==> src/verilog/io_port_pkg.sv <==
package io_port_pkg;

    localparam int NUM_PORTS     = 7;
    localparam int PIN_COUNT     = 50;
    localparam int NUM_GP_PORTS  = 6;
    localparam int FIRST_W       = 6;
    localparam int ADDR_W        = 4;
    localparam int DATA_W        = 8;

    // Register map
    localparam logic [ADDR_W-1:0] OFF_FIRST_LATCH = 4'h0;
    localparam logic [ADDR_W-1:0] OFF_FIRST_BITOP = 4'h1;
    localparam int                OFF_PORT_BASE   = 2;

    // Values after reset
    localparam logic [7:0] LATCH_RST = 8'h00;
    localparam logic [7:0] DIR_RST   = 8'hFF;
    localparam logic [5:0] FIRST_RST = 6'h00;

    // Bit operation register layout and codes
    localparam int         BITOP_CODE_LSB = 6;
    localparam int         BITOP_IDX_W    = 3;
    localparam logic [1:0] BITOP_REWRITE  = 2'h0;
    localparam logic [1:0] BITOP_SET      = 2'h1;
    localparam logic [1:0] BITOP_CLR      = 2'h2;
    localparam logic [1:0] BITOP_TGL      = 2'h3;

    // Pin positions
    localparam int PIN_TIMER_CLK = 1;
    localparam int PIN_SSP_LSB   = 2;
    localparam int PIN_USART_LSB = 4;
    localparam int BUS_BASE      = 14;
    localparam int BUS_W         = 20;

    typedef enum logic [1:0] {
        MODE_MICROPROC = 2'h0,
        MODE_EXT_MC    = 2'h1,
        MODE_MC        = 2'h2,
        MODE_PROT_MC   = 2'h3
    } mode_t;

    // k = 0..5 stands for the second through seventh port
    function automatic int port_width(input int k);
        return (k == 3) ? 4 : 8;
    endfunction

    function automatic int port_base(input int k);
        return FIRST_W + 8 * k - ((k > 3) ? 4 : 0);
    endfunction

    function automatic logic [ADDR_W-1:0] latch_off(input int k);
        return ADDR_W'(OFF_PORT_BASE + 2 * k);
    endfunction

    function automatic logic [ADDR_W-1:0] dir_off(input int k);
        return ADDR_W'(OFF_PORT_BASE + 2 * k + 1);
    endfunction

endpackage
==> src/verilog/first_port.sv <==
`timescale 1ns/100ps
module first_port
    import io_port_pkg::*;
(
    input  wire logic                   clk,
    input  wire logic                   rst,
    input  wire logic                   wr_latch,
    input  wire logic [5:0]             wdata,
    input  wire logic                   bitop_go,
    input  wire logic [1:0]             bitop_code,
    input  wire logic [BITOP_IDX_W-1:0] bitop_idx,
    input  wire logic                   ssp_en,
    input  wire logic [1:0]             ssp_drive,
    input  wire logic                   usart_en,
    input  wire logic [1:0]             usart_out,
    input  wire logic [1:0]             usart_oe,
    input  wire logic [5:0]             pad_in,
    output logic      [5:0]             latch_q,
    output logic      [5:0]             level_q,
    output logic      [5:0]             pad_out_q,
    output logic      [5:0]             pad_oe_q
);
    logic [5:0] mask;
    logic [5:0] rmw_val;
    logic [1:0] od_src;
    logic [5:0] pad_oe_d;
    logic [5:0] pad_out_d;

    // Index 6 or 7 gives an empty mask: plain rewrite of pin levels
    assign mask = 6'((8'h01 << bitop_idx));
    // Starts from pin levels, so a floating open-drain pin reads back high
    assign rmw_val = (bitop_code == BITOP_SET) ? (level_q | mask) :
                     (bitop_code == BITOP_CLR) ? (level_q & ~mask) :
                     (bitop_code == BITOP_TGL) ? (level_q ^ mask) :
                     level_q;

    assign od_src    = ssp_en ? ssp_drive : latch_q[3:2];
    assign pad_oe_d  = {usart_en ? usart_oe : 2'h0,
                        ~od_src,
                        2'h0};
    assign pad_out_d = {usart_out, 2'h0, 2'h0};

    always_ff @(posedge clk or posedge rst) begin
        if (rst) begin
            latch_q   <= FIRST_RST;
            level_q   <= 6'h00;
            pad_out_q <= 6'h00;
            pad_oe_q  <= 6'h00;
        end else begin
            if (wr_latch) begin
                latch_q <= wdata;
            end else if (bitop_go) begin
                latch_q <= rmw_val;
            end
            level_q   <= pad_in;
            pad_out_q <= pad_out_d;
            pad_oe_q  <= pad_oe_d;
        end
    end
endmodule

==> src/verilog/gp_port.sv <==
`timescale 1ns/100ps
module gp_port #(
    parameter int         WIDTH      = 8,
    parameter logic [7:0] DIR_INIT   = 8'hFF,
    parameter logic [7:0] LATCH_INIT = 8'h00
) (
    input  wire logic             clk,
    input  wire logic             rst,
    input  wire logic             wr_latch,
    input  wire logic             wr_dir,
    input  wire logic [WIDTH-1:0] wdata,
    input  wire logic [WIDTH-1:0] ovr_en,
    input  wire logic [WIDTH-1:0] ovr_out,
    input  wire logic [WIDTH-1:0] ovr_oe,
    input  wire logic [WIDTH-1:0] pad_in,
    output logic      [WIDTH-1:0] latch_q,
    output logic      [WIDTH-1:0] dir_q,
    output logic      [WIDTH-1:0] level_q,
    output logic      [WIDTH-1:0] pad_out_q,
    output logic      [WIDTH-1:0] pad_oe_q
);
    logic [WIDTH-1:0] forced;
    logic [WIDTH-1:0] dir_d;
    logic [WIDTH-1:0] pad_oe_d;
    logic [WIDTH-1:0] pad_out_d;

    // Forced outputs leave the direction bit at output; software rewrites
    assign forced    = ovr_en & ovr_oe;
    assign dir_d     = (wr_dir ? wdata : dir_q) & ~forced;
    assign pad_oe_d  = forced | (~ovr_en & ~dir_q);
    assign pad_out_d = (ovr_en & ovr_out) | (~ovr_en & latch_q);

    always_ff @(posedge clk or posedge rst) begin
        if (rst) begin
            latch_q   <= LATCH_INIT[WIDTH-1:0];
            dir_q     <= DIR_INIT[WIDTH-1:0];
            level_q   <= '0;
            pad_out_q <= '0;
            pad_oe_q  <= '0;
        end else begin
            if (wr_latch) begin
                latch_q <= wdata;
            end
            dir_q     <= dir_d;
            level_q   <= pad_in;
            pad_out_q <= pad_out_d;
            pad_oe_q  <= pad_oe_d;
        end
    end
endmodule

==> src/verilog/io_port_mux_control.sv <==
// Contract
// Seven ports give fifty individually usable pins.
// Ports two to seven each have a per-pin direction register.
// First port is a six-bit latch without direction register.
// Ports three to five become system bus in bus modes.
// Listed ports share their pins with peripheral functions.
// Enabled PWM, sync or async serial takes over its pins automatically.
// A peripheral-forced pin leaves its direction bit undefined; rewrite it.
// Software sets direction for input-only peripheral pins itself.
// Peripheral inputs see the level the port itself drives.
// First port reads return pin levels, not latch contents.
// First port bit one timer clock, two-three sync, four-five async.
// Owning peripherals control output enables of first port bits 2-5.
// First port bits two and three are open drain.
// Writing open-drain bits leaves other first port pins unaffected.
// Bit set, clear, toggle read pin levels then write latch.
// Software should use a shadow copy for open-drain outputs.
// Direction one makes the pin input, zero makes it output.
`timescale 1ns/100ps
module io_port_mux_control (
    input  wire logic                            clk,
    input  wire logic                            rst,
    input  wire logic [io_port_pkg::ADDR_W-1:0]  addr,
    input  wire logic [io_port_pkg::DATA_W-1:0]  wdata,
    input  wire logic                            wr_en,
    input  wire logic                            rd_en,
    output logic      [io_port_pkg::DATA_W-1:0]  rd_data,
    input  wire io_port_pkg::mode_t              mode,
    input  wire logic                            ssp_en,
    input  wire logic [1:0]                      ssp_drive,
    input  wire logic                            usart_en,
    input  wire logic [1:0]                      usart_out,
    input  wire logic [1:0]                      usart_oe,
    input  wire logic [1:0]                      pwm_en,
    input  wire logic [1:0]                      pwm_out,
    input  wire logic [io_port_pkg::BUS_W-1:0]   sysbus_out,
    input  wire logic [io_port_pkg::BUS_W-1:0]   sysbus_oe,
    output logic      [io_port_pkg::BUS_W-1:0]   sysbus_in,
    input  wire logic [io_port_pkg::PIN_COUNT-1:0] pin_in,
    output logic      [io_port_pkg::PIN_COUNT-1:0] pin_out,
    output logic      [io_port_pkg::PIN_COUNT-1:0] pin_oe,
    output logic                                 timer_clock_in,
    output logic      [1:0]                      sync_serial_in,
    output logic      [1:0]                      async_serial_in,
    output logic      [io_port_pkg::PIN_COUNT-1:0] periph_pin_level
);
    import io_port_pkg::*;

    logic [PIN_COUNT-1:0] level_all;
    logic [PIN_COUNT-1:0] latch_all;
    logic [PIN_COUNT-1:0] dir_all;
    logic [PIN_COUNT-1:0] ovr_en_all;
    logic [PIN_COUNT-1:0] ovr_out_all;
    logic [PIN_COUNT-1:0] ovr_oe_all;
    logic [NUM_GP_PORTS-1:0] we_latch;
    logic [NUM_GP_PORTS-1:0] we_dir;
    logic [DATA_W-1:0] rd_chain [0:NUM_GP_PORTS];
    logic [DATA_W-1:0] rd_data_d;
    logic              bus_mode;
    logic              wr_first;
    logic              wr_bitop;
    logic              rd_first;

    // Configuration picks external bus or general-purpose use
    assign bus_mode = (mode == MODE_MICROPROC) ||
                      (mode == MODE_EXT_MC);

    // Alternate owners per pin, listed from seventh port down to first
    assign ovr_en_all  = {16'h0000, {BUS_W{bus_mode}},
                          4'h0, pwm_en, 2'h0, 6'h00};
    assign ovr_out_all = {16'h0000, sysbus_out,
                          4'h0, pwm_out, 2'h0, 6'h00};
    assign ovr_oe_all  = {16'h0000, sysbus_oe,
                          4'h0, 2'h3, 2'h0, 6'h00};

    assign wr_first = wr_en && (addr == OFF_FIRST_LATCH);
    assign wr_bitop = wr_en && (addr == OFF_FIRST_BITOP);
    assign rd_first = addr == OFF_FIRST_LATCH;

    first_port u_first (
        .clk        (clk),
        .rst        (rst),
        .wr_latch   (wr_first),
        .wdata      (wdata[FIRST_W-1:0]),
        .bitop_go   (wr_bitop),
        .bitop_code (wdata[BITOP_CODE_LSB +: 2]),
        .bitop_idx  (wdata[BITOP_IDX_W-1:0]),
        .ssp_en     (ssp_en),
        .ssp_drive  (ssp_drive),
        .usart_en   (usart_en),
        .usart_out  (usart_out),
        .usart_oe   (usart_oe),
        .pad_in     (pin_in[FIRST_W-1:0]),
        .latch_q    (latch_all[FIRST_W-1:0]),
        .level_q    (level_all[FIRST_W-1:0]),
        .pad_out_q  (pin_out[FIRST_W-1:0]),
        .pad_oe_q   (pin_oe[FIRST_W-1:0])
    );

    // No direction register on the first port
    assign dir_all[FIRST_W-1:0] = 6'h00;

    // Reads of the first port show pins, not latch
    assign rd_chain[0] = rd_first ?
                         DATA_W'(level_all[FIRST_W-1:0]) : 8'h00;

    genvar k;
    generate
        for (k = 0; k < NUM_GP_PORTS; k++) begin : g_port
            localparam int W = port_width(k);
            localparam int B = port_base(k);

            assign we_latch[k] = wr_en && (addr == latch_off(k));
            assign we_dir[k]   = wr_en && (addr == dir_off(k));

            gp_port #(
                .WIDTH      (W),
                .DIR_INIT   (DIR_RST),
                .LATCH_INIT (LATCH_RST)
            ) u_port (
                .clk       (clk),
                .rst       (rst),
                .wr_latch  (we_latch[k]),
                .wr_dir    (we_dir[k]),
                .wdata     (wdata[W-1:0]),
                .ovr_en    (ovr_en_all[B +: W]),
                .ovr_out   (ovr_out_all[B +: W]),
                .ovr_oe    (ovr_oe_all[B +: W]),
                .pad_in    (pin_in[B +: W]),
                .latch_q   (latch_all[B +: W]),
                .dir_q     (dir_all[B +: W]),
                .level_q   (level_all[B +: W]),
                .pad_out_q (pin_out[B +: W]),
                .pad_oe_q  (pin_oe[B +: W])
            );

            // Port reads return pin levels; direction reads the register
            assign rd_chain[k+1] = rd_chain[k] |
                ((addr == latch_off(k)) ? DATA_W'(level_all[B +: W])
                                        : 8'h00) |
                ((addr == dir_off(k))   ? DATA_W'(dir_all[B +: W])
                                        : 8'h00);
        end
    endgenerate

    // Unmapped addresses fall through the chain as zero
    assign rd_data_d = rd_en ? rd_chain[NUM_GP_PORTS] : 8'h00;

    always_ff @(posedge clk or posedge rst) begin
        if (rst) begin
            rd_data <= 8'h00;
        end else begin
            rd_data <= rd_data_d;
        end
    end

    // Peripheral inputs see the pad, so a port-driven level reaches them
    assign periph_pin_level = level_all;
    assign timer_clock_in   = level_all[PIN_TIMER_CLK];
    assign sync_serial_in   = level_all[PIN_SSP_LSB +: 2];
    assign async_serial_in  = level_all[PIN_USART_LSB +: 2];
    assign sysbus_in        = level_all[BUS_BASE +: BUS_W];
endmodule

==> config.mk <==
export PLATFORM = sky130hd
export DESIGN_NAME = io_port_mux_control
export DESIGN_NICKNAME = d
export VERILOG_FILES = /design/src/verilog/io_port_pkg.sv /design/src/verilog/first_port.sv /design/src/verilog/gp_port.sv /design/src/verilog/io_port_mux_control.sv
export SDC_FILE = /design/constraint.sdc
export NUM_CORES = 1
export LEC_CHECK = 0
export BUFFER_PORTS_ARGS = -buffer_cell sky130_fd_sc_hd__buf_2
export CELL_PAD_IN_SITES_DETAIL_PLACEMENT = 0
export CELL_PAD_IN_SITES_GLOBAL_PLACEMENT = 1
export CORE_ASPECT_RATIO = 0.6
export CORE_UTILIZATION = 36
export DETAILED_ROUTE_END_ITERATION = 16
export GPL_ROUTABILITY_DRIVEN = 0
export PLACE_DENSITY_LB_ADDON = 0.1
export SLEW_MARGIN = 20
export SYNTH_ARGS = -nofsm -noshare
export SYNTH_HDL_FRONTEND = slang
export SYNTH_SLANG_ARGS = --single-unit
==> constraint.sdc <==
create_clock -name clk -period 7.4 [get_ports clk]
set_input_delay 1.11 -clock clk [delete_from_list [all_inputs] [get_ports clk]]
set_output_delay 1.11 -clock clk [all_outputs]
set_load 0.02 [all_outputs]
==> impl_summary.txt <==
----------------------------------------------------
[Status]
  Status ... finished, final reports clean

[Routing]
  Post-DR vias/cell ... 4.78
  DR vias ... 6181
  Post-DR wirelength/cell ... 21.2 um
  Uppermost layer routed ... met5
  Met1 wire length ... 13.6 mm
  Metal2 WL ... 11.3 mm
  Total wirelength of the detailed-routed design ... 27.4 mm
  Antenna violation net count after detailed routing ... 0
  1st-iter DRT viols ... 441
  1st-pass router iterations ... 7
  DRC Markers ... 0
  Met3 wire len ... 2.17 mm

[Synth]
  Cell count after synthesis ... 681
  Mean cell area of the mapped netlist ... 13.7 um^2
  Ys async rst share ... 100%
  Number of distinct standard cells referenced by the synthesized netlist ... 55
  Yosys warnings ... 0
  EDFF count, synth ... 0
  Sequential area share after synthesis ... 65.7%
  Dominant synthesized flop cell ... sky130_fd_sc_hd__dfrtp_1
  Synthesized flop and latch total ... 242
  Post-synthesis instance area ... 0.00931 mm^2

[Die]
  Initial Util ... 36.7%
  Area of the core ... 0.0253 mm^2
  Number of rows created at floorplan ... 45
  Total Die Area ... 0.0265 mm^2
  Boundary Pins ... 303
  Die outline height ... 127 um
  Die span in x ... 210 um

[Worst setup path]
  Worst setup path endpoint ... rd_data[7]
  Crit path DAT ... 3150 ps
  Required @ worst endpoint ... 7780 ps
  Crit path launch type ... input port
  Element type at the critical path end ... flip-flop
  Endpoint of the lowest-slack register-to-register path ... u_first.latch_q[2]
  Critical Path Start ... addr[0]
  Origin of the critical flop-to-flop path ... u_first.level_q[2]
  CP max FO ... 44
  Critical Setup Path Class ... input port to flip-flop
  FF-to-FF setup slack ... 5750 ps
  Cell count of the worst reg-to-reg path ... 5

[Layout]
  Post-route insts no fill ... 1294
  Most common library cell in the layout ignoring fill and taps ... sky130_fd_sc_hd__buf_2
  Layout fillers ... 2425
  Area growth syn-to-layout ... 25.3%
  Final core area utilization ... 46.0%
  Final design instance area without fill ... 0.0117 mm^2
  Ant diodes ... 0
  Total number of nets in the final design ... 1070
  Share of final-layout standard cells stronger than drive strength 1 ... 50.2%
  Most frequent cells in the layout ... sky130_fd_sc_hd__buf_2 (295), sky130_fd_sc_hd__dfrtp_1 (198), sky130_fd_sc_hd__mux2_2 (82), sky130_fd_sc_hd__nand2_1 (47), sky130_fd_sc_hd__dfstp_2 (44)

[STA]
  Hold slack ... 362 ps
  Measured slew at the worst slew-check pin ... 967 ps
  Final number of hold-violating endpoints ... 0
  Share of the clock period used by the worst path after layout ... 37.4%
  Fmax ... 362 MHz
  Setup violation total in the final timing report ... 0
  Setup TNS after final layout ... 0 ps
  Headroom to the max-slew limit ... 35.4%
  Post-layout min period ... 2760 ps
  Clk_skew ... 13.5 ps
  Max Transition Viols Final ... 0
  RSZ-0062 raised after global routing ... no

[CTS]
  Clock buffer count from CTS ... 25
  Clock transition at the registers of the reported paths ... 60 ps
  Buffers inserted during post-CTS setup optimization ... 0
  Cells resized by post-CTS repair ... 0
  Root Driver ... sky130_fd_sc_hd__clkbuf_16
  Number of clock sinks ... 242
  Buffers from clock root to sink, at most ... 3
  TritonCTS clock tree ... done
  Later-pin clock latency in the skew report ... 530 ps
  Number of buffers inserted by hold repair at cts ... 0
  Count of H-tree levels built during CTS ... 1

[Power]
  Leakage power figure ... 5.43 nW
  Pwr dens ... 293 mW/mm^2
  VDD IR max ... 0.176 mV

[Global route]
  Residual overflow from global routing ... 0
  Vias in the first global route ... 6125
  Number of antenna violations at the first check in global routing ... 1
  Maximum number of pins on one net before global-route repair ... 140
  Global-route wire length before repair ... 40.7 mm
  Combined global-route utilization of all metal layers ... 20.9%

[Worst hold path]
  Worst min-delay path class ... flip-flop to flip-flop
  Cell count of the worst hold path ... 0

[Place]
  Number of port buffers ... 295
  HPWL Detailed ... 19.1 mm
  Dpl cells ... 1248
  DP Area ... 0.0109 mm^2

[Run]
  Max-cap check violation count ... 0

----------------------------------------------------
==> area by class of cell <==
cell class / instances / area, um^2 / area share [%]
clock buffers: 37 / 721 / 6.18
clock inverters: 9 / 78.8 / 0.676
inverters: 32 / 124 / 1.06
multi-input cells: 346 / 2700 / 23.1
flip-flops and latches: 242 / 6110 / 52.4
well taps: 329 / 412 / 3.53
repair buffers: 299 / 1520 / 13.0
==> sequential cells by signal, indices dropped and copies added (netlist names) <==
signal and cells:
u_first.pad_oe_q 4, g_port.u_port.dir_q 44, g_port.u_port.pad_out_q 44, u_first.level_q 6, g_port.u_port.level_q 44, u_first.pad_out_q 2, rd_data 8, g_port.u_port.pad_oe_q 44
u_first.latch_q 2, g_port.u_port.latch_q 44
==> power breakdown <==
group	internal, mW	switching, mW	total (mW)
registers	1.54	0.0873	1.63
logic	0.210	0.355	0.565
clock network	0.710	0.519	1.23
total	2.46	0.962	3.42
==> synthesized netlist by cell type, drive strengths merged, types with 3 or more instances <==
cell    instances  share of area [%]
dfrtp         198                 53
mux2           82                9.9
nand2          47                1.9
buf            45                3.4
dfstp          44                 12
o21ai          39                2.1
mux2i          31                3.3
inv            30                1.2
a21oi          26                1.4
clkbuf         21               0.85
nor2           17                1.1
nand3          10               0.70
a22oi           8               0.65
a31oi           6               0.40
and3            6               0.40
nor2b           6               0.40
mux4            5                1.2
nand2b          5               0.34
a22o            4               0.38
ha              4               0.54
nor3            4               0.34
a221oi          3               0.28
and2            3               0.20
and4b           3               0.32
nand3b          3               0.24
nand4           3               0.20
==> routing by layer <==
layer  global-route usage [%]  vias up
li1                         -     2861
met1                     33.3     3122
met2                     28.4      168
met3                     5.74       28
met4                     3.39        2
met5                        0        -
==> worst min-delay path by stage <==
stage | from | endpoint | slack [ps]
5_1_grt | g_port[0].u_port.latch_q[1] | g_port[0].u_port.pad_out_q[1] | 380
4_1_cts | g_port[5].u_port.latch_q[6] | g_port[5].u_port.pad_out_q[6] | 370
3_5_place_dp | g_port[0].u_port.latch_q[4] | g_port[0].u_port.pad_out_q[4] | 360
3_3_place_gp | g_port[5].u_port.latch_q[4] | g_port[5].u_port.pad_out_q[4] | 350
2_1_floorplan | g_port[0].u_port.latch_q[0] | g_port[0].u_port.pad_out_q[0] | 350
6_report | g_port[5].u_port.latch_q[6] | g_port[5].u_port.pad_out_q[6] | 360
==> logic make-up after synthesis <==
group | after synthesis | share of synthesized area [%]
AO/OA/AOI/OAI | 108 | 7.30
other | 1 | 0.0403
flip-flops | 242 | 65.7
multiplexers | 118 | 14.5
adder cells (fa/ha/maj) | 4 | 0.538
AND/OR/NAND/NOR | 110 | 6.44
buffers and inverters | 98 | 5.57
==> worst max-delay path, stage by stage <==
cell	delay [ps]
sky130_fd_sc_hd__buf_2	70
sky130_fd_sc_hd__buf_4	460
sky130_fd_sc_hd__clkinv_1	480
sky130_fd_sc_hd__and3_1	270
sky130_fd_sc_hd__o311ai_0	540
sky130_fd_sc_hd__o211ai_1	170
==> stage by stage <==
step / power [mW] / worst slack, ps
global placement: 2.22 / 4190
CTS: 3.48 / 4710
global route: 3.59 / 4520
finish: 3.42 / 4640
detailed placement: 2.22 / 4130
floorplan: 1.99 / 3150
(Power assumes the default switching activity.)
